===== config.mk =====
export PLATFORM = sky130hd
export DESIGN_NAME = pldl_lock_detect
export DESIGN_NICKNAME = d
export VERILOG_FILES = /design/src/verilog/pldl_lock_detect.v
export VERILOG_INCLUDE_DIRS = /design/src /design/src/common
export SDC_FILE = /design/constraint.sdc
export NUM_CORES = 1
export LEC_CHECK = 0
export BUFFER_PORTS_ARGS = -buffer_cell sky130_fd_sc_hd__buf_2
export CORE_ASPECT_RATIO = 2
export CORE_MARGIN = 1.5
export CORE_UTILIZATION = 40
export CTS_CLUSTER_SIZE = 25
export DETAILED_ROUTE_END_ITERATION = 10
export GPL_ROUTABILITY_DRIVEN = 0
export HOLD_SLACK_MARGIN = 0.08
export PLACE_DENSITY = 0.61
export SYNTH_ARGS = -nofsm -noshare
export SYNTH_HDL_FRONTEND = slang
export SYNTH_SLANG_ARGS = --single-unit

===== constraint.sdc =====
create_clock -name ref_clk -period 3 [get_ports ref_clk]
set_input_delay 0.6 -clock ref_clk [delete_from_list [all_inputs] [get_ports ref_clk]]
set_output_delay 0.6 -clock ref_clk [all_outputs]
set_load 0.01 [all_outputs]

===== src/common/pldl_regs.vh =====
// register map, field positions, reset values and settings of the lock detect block
// Overview of operation
// lock flag rises after a selected run of consecutive good comparator cycles.
// once locked, one cycle beyond the unlock window drops lock at once.
// unlock window is wider than lock window so small excess error won't chatter.
// window widths come from range bit, antibacklash field and count setting; the code takes them from range bit and antibacklash field only.
// lock flag selectable on indicator, status and reference monitor pins.
// software keeps comparator period longer than the unlock window.
// charged mode sources current while locked, shorts pin to ground otherwise.
// software selects charged mode with code 0x04 and enables the pin comparator.
// pin comparator output selectable on reference monitor or status pin.
// gated clock outputs are enabled only while the charged indicator is high.
// two pulsed modes: n-channel idles high, p-channel idles low.
// very low bandwidth loops should use charged mode with a capacitor.
// holdover samples the logic level of the lock indicator pin.
// count field zero means five good cycles are needed.
// with comparator disabled, holdover sees the pin level as high.
// reset clears counter and flag; a bad cycle before lock clears counter.
`ifndef PLDL_REGS_VH
`define PLDL_REGS_VH
// register indices; byte address is four times the index
`define PLDL_IDX_STATUS_PIN 10'h017
`define PLDL_IDX_LOCK_CFG 10'h018
`define PLDL_IDX_LOCK_PIN 10'h01A
`define PLDL_IDX_REFERENCE_MONITOR_PIN_PIN 10'h01B
`define PLDL_IDX_COMP_CTRL 10'h01D
`define PLDL_IDX_GATE_LO 10'h0FC
`define PLDL_IDX_GATE_HI 10'h0FD
`define PLDL_IDX_IRQ_STAT 10'h100
`define PLDL_IDX_IRQ_MASK 10'h101
`define PLDL_IDX_LIVE 10'h102
// fields
`define PLDL_ABP_LSB 0
`define PLDL_STATUS_SEL_LSB 2
`define PLDL_WIN_BIT 4
`define PLDL_CNT_LSB 5
`define PLDL_COMP_EN_BIT 3
// reset values
`define PLDL_RST_STATUS_PIN 8'h00
`define PLDL_RST_LOCK_CFG 8'h00
`define PLDL_RST_LOCK_PIN 6'h00
`define PLDL_RST_REFERENCE_MONITOR_PIN_PIN 5'h00
`define PLDL_RST_COMP_CTRL 8'h00
// lock indicator pin modes
`define PLDL_LD_FLAG 6'h01
`define PLDL_LD_NCH 6'h02
`define PLDL_LD_PCH 6'h03
`define PLDL_LD_CHARGED 6'h04
// status and reference monitor pin selections
`define PLDL_STS_FLAG 6'h01
`define PLDL_STS_COMP 6'h02
`define PLDL_RMN_FLAG 5'h01
`define PLDL_RMN_COMP 5'h02
// good-cycle counts per count field value
`define PLDL_CNT_0 8'h05
`define PLDL_CNT_1 8'h10
`define PLDL_CNT_2 8'h40
`define PLDL_CNT_3 8'hFF
// lock thresholds in phase error units per antibacklash setting, high range
`define PLDL_THR_0 8'h10
`define PLDL_THR_1 8'h08
`define PLDL_THR_2 8'h20
`define PLDL_THR_3 8'h10
// interrupt bits
`define PLDL_EV_LOCK 0
`define PLDL_EV_UNLOCK 1
`define PLDL_EV_COMP 2
`define PLDL_EV_W 3
`endif


===== src/verilog/pldl_lock_detect.v =====
// lock detect logic with wishbone register slave
//
// Design decisions made here: the register addresses and the Wishbone interface to the registers.
`timescale 1ns/1ps
`default_nettype none
`include "pldl_regs.vh"
module pldl_lock_detect (
  input wire ref_clk,
  input wire reset_n,
  // wishbone slave
  input wire wb_cyc_i,
  input wire wb_stb_i,
  input wire wb_we_i,
  input wire [11:0] wb_adr_i,
  input wire [3:0] wb_sel_i,
  input wire [31:0] wb_dat_i,
  output reg [31:0] wb_dat_o,
  output reg wb_ack_o,
  // phase edge comparator result, one strobe per comparator cycle
  input wire phase_edge_comparator_strobe,
  input wire [7:0] phase_edge_comparator_error,
  // lock indicator pin
  input wire lock_indicator_pin_i,
  output reg lock_indicator_pin_o,
  output reg lock_indicator_pin_oe,
  output wire lock_indicator_source_en,
  input wire lock_pin_comparator_i,
  output wire status_pin,
  output wire reference_monitor_pin,
  output wire holdover_lock_sense,
  input wire [15:0] clk_out_request,
  output wire [15:0] clk_out_enable,
  output wire phase_lock_flag,
  output wire irq
);

  // ****************************************
  // registers
  // ****************************************
  reg [7:0] status_pin_r;
  reg [7:0] lock_cfg_r;
  reg [5:0] lock_pin_r;
  reg [4:0] reference_monitor_pin_pin_r;
  reg [7:0] comp_ctrl_r;
  reg [15:0] gate_r;
  reg [`PLDL_EV_W-1:0] irq_stat_r;
  reg [`PLDL_EV_W-1:0] irq_mask_r;
  reg lock_r;
  reg [7:0] good_cnt_r;
  reg pulse_r;
  reg comp_q_r;

  wire [9:0] idx;
  wire req;
  wire wr;
  wire comp_en;
  wire comp_level;
  assign idx = wb_adr_i[11:2];
  assign req = wb_cyc_i & wb_stb_i & ~wb_ack_o;
  assign wr = req & wb_we_i & wb_sel_i[0];
  assign comp_en = comp_ctrl_r[`PLDL_COMP_EN_BIT];
  assign comp_level = comp_en & lock_pin_comparator_i;

  // ****************************************
  // lock windows
  // ****************************************
  reg [7:0] need_cnt;
  reg [7:0] lock_thr;
  wire [8:0] unlock_thr;
  always @* begin
    case (lock_cfg_r[`PLDL_CNT_LSB+1:`PLDL_CNT_LSB])
      2'b00: need_cnt = `PLDL_CNT_0;
      2'b01: need_cnt = `PLDL_CNT_1;
      2'b10: need_cnt = `PLDL_CNT_2;
      default: need_cnt = `PLDL_CNT_3;
    endcase
    case (status_pin_r[`PLDL_ABP_LSB+1:`PLDL_ABP_LSB])
      2'b00: lock_thr = `PLDL_THR_0;
      2'b01: lock_thr = `PLDL_THR_1;
      2'b10: lock_thr = `PLDL_THR_2;
      default: lock_thr = `PLDL_THR_3;
    endcase
    // low range halves the window
    if (lock_cfg_r[`PLDL_WIN_BIT]) begin
      lock_thr = {1'b0, lock_thr[7:1]};
    end
  end
  // unlock window is twice the lock window so it is always the wider one
  assign unlock_thr = {lock_thr, 1'b0};

  // ****************************************
  // digital lock detector
  // ****************************************
  wire good_cyc;
  wire bad_cyc;
  wire lock_set;
  wire lock_clr;
  assign good_cyc = phase_edge_comparator_error < lock_thr;
  assign bad_cyc = {1'b0, phase_edge_comparator_error} > unlock_thr;
  assign lock_set = phase_edge_comparator_strobe & ~lock_r & good_cyc &
    (good_cnt_r + 8'h01 >= need_cnt);
  assign lock_clr = phase_edge_comparator_strobe & lock_r & bad_cyc;

  always @(posedge ref_clk or negedge reset_n) begin
    if (!reset_n) begin
      lock_r <= 1'b0;
      good_cnt_r <= 8'h00;
    end else if (phase_edge_comparator_strobe) begin
      if (lock_r) begin
        if (bad_cyc) begin
          lock_r <= 1'b0;
          good_cnt_r <= 8'h00;
        end
      end else if (!good_cyc) begin
        good_cnt_r <= 8'h00;
      end else if (lock_set) begin
        lock_r <= 1'b1;
        good_cnt_r <= 8'h00;
      end else begin
        good_cnt_r <= good_cnt_r + 8'h01;
      end
    end
  end
  assign phase_lock_flag = lock_r;

  // ****************************************
  // lock indicator pin
  // ****************************************
  always @(posedge ref_clk or negedge reset_n) begin
    if (!reset_n) begin
      pulse_r <= 1'b0;
    end else begin
      // one clock pulse for each comparator cycle outside the lock window
      pulse_r <= phase_edge_comparator_strobe & ~good_cyc;
    end
  end

  always @* begin
    lock_indicator_pin_o = 1'b0;
    lock_indicator_pin_oe = 1'b0;
    case (lock_pin_r)
      `PLDL_LD_FLAG: begin
        lock_indicator_pin_o = lock_r;
        lock_indicator_pin_oe = 1'b1;
      end
      `PLDL_LD_NCH: begin
        // pulled up outside; drive low only during a pulse
        lock_indicator_pin_o = 1'b0;
        lock_indicator_pin_oe = pulse_r;
      end
      `PLDL_LD_PCH: begin
        // pulled down outside; drive high only during a pulse
        lock_indicator_pin_o = 1'b1;
        lock_indicator_pin_oe = pulse_r;
      end
      `PLDL_LD_CHARGED: begin
        // unlock shorts the capacitor so any drop restarts the charge
        lock_indicator_pin_o = 1'b0;
        lock_indicator_pin_oe = ~lock_r;
      end
      default: begin
        lock_indicator_pin_o = 1'b0;
        lock_indicator_pin_oe = 1'b0;
      end
    endcase
  end
  assign lock_indicator_source_en = (lock_pin_r == `PLDL_LD_CHARGED) & lock_r;

  // holdover logic sees the pin level, or high when the comparator is off
  assign holdover_lock_sense = comp_en ? lock_pin_comparator_i : 1'b1;

  // ****************************************
  // output multiplexers and clock gating
  // ****************************************
  assign status_pin = (status_pin_r[7:2] == `PLDL_STS_FLAG) ? lock_r :
    (status_pin_r[7:2] == `PLDL_STS_COMP) ? comp_level : 1'b0;
  assign reference_monitor_pin = (reference_monitor_pin_pin_r == `PLDL_RMN_FLAG) ? lock_r :
    (reference_monitor_pin_pin_r == `PLDL_RMN_COMP) ? comp_level : 1'b0;

  // combinational on purpose: the enable follows the comparator without a clock
  genvar g;
  generate
    for (g = 0; g < 16; g = g + 1) begin : gen_gate
      assign clk_out_enable[g] = clk_out_request[g] & (~gate_r[g] | comp_level);
    end
  endgenerate

  // ****************************************
  // events and interrupt
  // ****************************************
  wire [`PLDL_EV_W-1:0] ev;
  wire [`PLDL_EV_W-1:0] w1c;
  always @(posedge ref_clk or negedge reset_n) begin
    if (!reset_n) begin
      comp_q_r <= 1'b0;
    end else begin
      comp_q_r <= comp_level;
    end
  end
  assign ev = {comp_level & ~comp_q_r, lock_clr, lock_set};
  assign w1c = (wr && idx == `PLDL_IDX_IRQ_STAT) ? wb_dat_i[`PLDL_EV_W-1:0] :
    {`PLDL_EV_W{1'b0}};
  assign irq = |(irq_stat_r & irq_mask_r);

  // ****************************************
  // wishbone slave
  // ****************************************
  always @(posedge ref_clk or negedge reset_n) begin
    if (!reset_n) begin
      status_pin_r <= `PLDL_RST_STATUS_PIN;
      lock_cfg_r <= `PLDL_RST_LOCK_CFG;
      lock_pin_r <= `PLDL_RST_LOCK_PIN;
      reference_monitor_pin_pin_r <= `PLDL_RST_REFERENCE_MONITOR_PIN_PIN;
      comp_ctrl_r <= `PLDL_RST_COMP_CTRL;
      gate_r <= 16'h0000;
      irq_mask_r <= {`PLDL_EV_W{1'b0}};
      irq_stat_r <= {`PLDL_EV_W{1'b0}};
      wb_ack_o <= 1'b0;
      wb_dat_o <= 32'h0000_0000;
    end else begin
      wb_ack_o <= req;
      // a new event wins over a clear in the same cycle
      irq_stat_r <= (irq_stat_r & ~w1c) | ev;
      if (wr) begin
        case (idx)
          `PLDL_IDX_STATUS_PIN: status_pin_r <= wb_dat_i[7:0];
          `PLDL_IDX_LOCK_CFG: lock_cfg_r <= wb_dat_i[7:0];
          `PLDL_IDX_LOCK_PIN: lock_pin_r <= wb_dat_i[5:0];
          `PLDL_IDX_REFERENCE_MONITOR_PIN_PIN: reference_monitor_pin_pin_r <= wb_dat_i[4:0];
          `PLDL_IDX_COMP_CTRL: comp_ctrl_r <= wb_dat_i[7:0];
          `PLDL_IDX_GATE_LO: gate_r[7:0] <= wb_dat_i[7:0];
          `PLDL_IDX_GATE_HI: gate_r[15:8] <= wb_dat_i[7:0];
          `PLDL_IDX_IRQ_MASK: irq_mask_r <= wb_dat_i[`PLDL_EV_W-1:0];
          default: begin
          end
        endcase
      end
      wb_dat_o <= 32'h0000_0000;
      if (req && !wb_we_i) begin
        case (idx)
          `PLDL_IDX_STATUS_PIN: wb_dat_o <= {24'h00_0000, status_pin_r};
          `PLDL_IDX_LOCK_CFG: wb_dat_o <= {24'h00_0000, lock_cfg_r};
          `PLDL_IDX_LOCK_PIN: wb_dat_o <= {26'h000_0000, lock_pin_r};
          `PLDL_IDX_REFERENCE_MONITOR_PIN_PIN: wb_dat_o <= {27'h000_0000, reference_monitor_pin_pin_r};
          `PLDL_IDX_COMP_CTRL: wb_dat_o <= {24'h00_0000, comp_ctrl_r};
          `PLDL_IDX_GATE_LO: wb_dat_o <= {24'h00_0000, gate_r[7:0]};
          `PLDL_IDX_GATE_HI: wb_dat_o <= {24'h00_0000, gate_r[15:8]};
          `PLDL_IDX_IRQ_STAT: wb_dat_o <= {29'h0000_0000, irq_stat_r};
          `PLDL_IDX_IRQ_MASK: wb_dat_o <= {29'h0000_0000, irq_mask_r};
          `PLDL_IDX_LIVE: wb_dat_o <= {16'h0000, good_cnt_r, 4'h0, lock_indicator_pin_i,
            holdover_lock_sense, comp_level, lock_r};
          default: wb_dat_o <= 32'h0000_0000;
        endcase
      end
    end
  end

endmodule // pldl_lock_detect
`default_nettype wire


==> metrics <==
outcome=completed; Avg Synthesized Cell Area=11.5 um^2; gr ovfl total=0; post-synthesis sequential area ratio=a little under half; largest net degree at the start of global routing=about 50; CTS tree=yes; first-pass GRT wire length=19,700 um; Max Clk Rate=a little under 400 MHz; Synth area leader=dfrtp_1; worst hold slack=0.283 ns; vias in the first global route=3,782; CTS Buffer Depth=2; final WL=about 13,000 um; Max VDD drop=around 0.29 mV; non-filler cells, final=660; Cell Area, Synth=about 0.0047 mm^2; crit path launch type=flip-flop; Core Area=roughly 0.012 mm^2; pre-CTS setup slack=about 0.45 ns; XOR/XNOR Fraction of Synth Area=0.741%; cells after synthesis=412; Layout area overhead=19.6%; Antenna Violating Nets Remaining=0; Root Driver=clkbuf_16; flops & latches, synth=85; antenna violations before repair=0; NumNets Final=611; Via density=between 5 and 6; ys async rst share=100%; worst setup path startpoint=status_pin_r[1]; Post-synth EDFFs=0; Yosys warning count=0; GRT Resource Usage Total=21.2%; clk_skew=0.0110 ns; CTS Sinks=85; DIE AREA=roughly 0.013 mm^2; leakage=roughly 2.9 nW; crit path capture type=flip-flop; DP HPWL=roughly 10000 um; drt wl/cell=between 15 and 20 um; synth top area cells=dfrtp_1 (45%), mux2_2 (14%), ha_1 (5.6%); share of post-route cells with drive strength above 1=between 30% and 40%; Synth top area share=a little under half; IO buf count=91; worst-path fanout max=6; via count=3,673; HP Class=input pin to asynchronous set/reset pin; hold_buf cts=0; RSZ-0062 raised after global routing=false; n_diodes=0; DRC=0; Simple-Gate Fraction of Synth Area=between 10% and 20%; H-tree depth=3; io pins=about 140; number of setup buffers added after CTS=0; Synth Area in Compound Gates=roughly 14%; Pwr Density=455 mW/mm^2; Iteration-0 DRC Markers=300; post-route minimum period=2.59 ns; Post-CTS Resized=0; period utilisation layout=86.3%; worst reg2reg path startpoint=status_pin_r[1]; Slew Limit Fails=0; final setup margin=between 0.4 and 0.5 ns; ys flop type=dfrtp_1; clk_lat worst skew=~0.34 ns; number of max-cap violations=0; DIE WIDTH=79.9 um; worst-margin pin slew=between 0.6 and 0.7 ns; TritonCTS Buffers=9; worst endpoint required time=around 3.3 ns; placed cells=~640; clock edge transition at the registers on the reported setup and hold paths=0.07 ns; Die Y-Extent=between 150 and 200 um; Setup-failing EPs final=0; Final Hold Vio Count=0; fin util=about half; largest family of logic cells by synthesized area=multiplexers; DR pass1 iterations=6; slew margin rel.=a little under three fifths; final setup TNS=0 ns; Synth cell types=between 60 and 70; post-synthesis adder-cell area fraction=under 10%; row count=56; Initial Util=around two fifths; Worst Path Class, Setup=flip-flop to flip-flop; arrival time worst endpoint=approximately 2.9 ns; post-synthesis mux area share=15.3%
flip-flops by register name, indices dropped and copies added (netlist names), 3 cells and up:
signal                       cells
irq_mask_r                       3
wb_dat_o                        16
reference_monitor_pin_pin_r      5
comp_ctrl_r                      8
lock_pin_r                       6
gate_r                          16
good_cnt_r                       8
irq_stat_r                       3
status_pin_r                     8
lock_cfg_r                       8
cells in the mapped netlist, drive strengths merged, types with 3 or more instances:
library cell	number
mux2i	8
a32o	3
o2bb2ai	3
and3	5
a32oi	3
clkbuf	3
ha	21
a31oi	8
nand2b	6
a21boi	16
a222oi	4
and2b	4
mux2	57
a22oi	10
nand3	10
a21o	5
a22o	8
o2111ai	3
inv	16
a21oi	10
and2	10
nor3	10
o21ai	4
nand4	4
nor4	3
nor4b	3
nand2	24
nor2	12
dfrtp	85
buf	25
worst max-delay path, stage by stage, from the launching register on:
cell and delay (ns):
dfrtp_1 0.42, ha_1 0.31, mux2i_1 0.21, ha_1 0.29
a21o_1 0.18, nand2_1 0.08, nand4_1 0.20, a2111o_1 0.52
inv_2 0.15, mux2_2 0.16
kinds of logic after synthesis:
group	count (synthesis)
adder cells (fa/ha/maj)	21
XOR/XNOR	4
AO/OA/AOI/OAI	87
AND/OR/NAND/NOR	105
flip-flops	85
multiplexers	65
other	1
buffers and inverters	44
path summary, 6_finish.rpt:
check	to	slack, ns	depth (start not counted)
max reg2reg	good_cnt_r[0]	0.41	9
min reg2reg	irq_stat_r[2]	0.41	1
max in group asynchronous	lock_pin_r[5]	2.06	2
max	good_cnt_r[0]	0.41	9
min	gate_r[10]	0.28	1
min in group ref_clk	irq_stat_r[2]	0.41	1
power breakdown:
part | total, mW | internal [mW] | leakage [nW] | switching [mW]
logic | 0.177 | 0.0649 | 1.56 | 0.112
clock network | 1.23 | 0.758 | 0.159 | 0.474
registers | 1.16 | 1.15 | 1.18 | 0.00698
total | 2.57 | 1.98 | 2.90 | 0.593
area by class of cell:
| cell class | instances | area [um^2] |
|---|---|---|
| clock buffers | 10 | 239 |
| clock inverters | 6 | 93.8 |
| fillers | 1120 | 5980 |
| inverters | 16 | 60.1 |
| multi-input cells | 298 | 2410 |
| flip-flops and latches | 85 | 2130 |
| well taps | 145 | 181 |
| repair buffers | 100 | 538 |
stage by stage:
step / cell area (um^2) / power (mW)
2_1_floorplan: 4780 / 1.27
3_3_place_gp: 5320 / 1.36
3_5_place_dp: 5320 / 1.36
4_1_cts: 5650 / 2.59
5_1_grt: 5650 / 2.65
6_report: 5650 / 2.57
routing by layer:
metal / global-route usage [%] / wire, um
met1: 22.6 / 4440
met2: 38.8 / 7020
met3: 3.73 / 594
met4: 11.1 / 611
met5: 0 / 0
placed cells by master, fill, tap and decap left out, types with 3 or more instances in the layout:
| cell type | netlist | routed |
|---|---|---|
| and2_1 | 10 | 10 |
| buf_2 | 6 | 90 |
| nand3_1 | 8 | 8 |
| nand2_2 | 4 | 4 |
| nor2_1 | 12 | 12 |
| o2bb2ai_1 | 3 | 3 |
| a32o_1 | 3 | 3 |
| a222oi_1 | 4 | 4 |
| mux2i_1 | 8 | 8 |
| clkbuf_16 | 0 | 9 |
| conb_1 | 1 | 16 |
| buf_4 | 19 | 9 |
| a21boi_0 | 16 | 16 |
| o21ai_0 | 4 | 4 |
| a22oi_1 | 10 | 10 |
| a21oi_1 | 10 | 10 |
| nand2_1 | 18 | 18 |
| a31oi_1 | 8 | 8 |
| ha_1 | 21 | 21 |
| dfrtp_1 | 85 | 85 |
| nand2b_1 | 6 | 6 |
| inv_1 | 15 | 15 |
| and2b_1 | 4 | 4 |
| mux2_2 | 57 | 57 |
| and3_1 | 5 | 5 |
| nand4_1 | 3 | 3 |
| o2111ai_1 | 3 | 3 |
| nor3_1 | 7 | 7 |
| a21o_1 | 5 | 5 |
| nor4_1 | 3 | 3 |
| a22o_1 | 8 | 8 |
(Power assumes the default switching activity.)
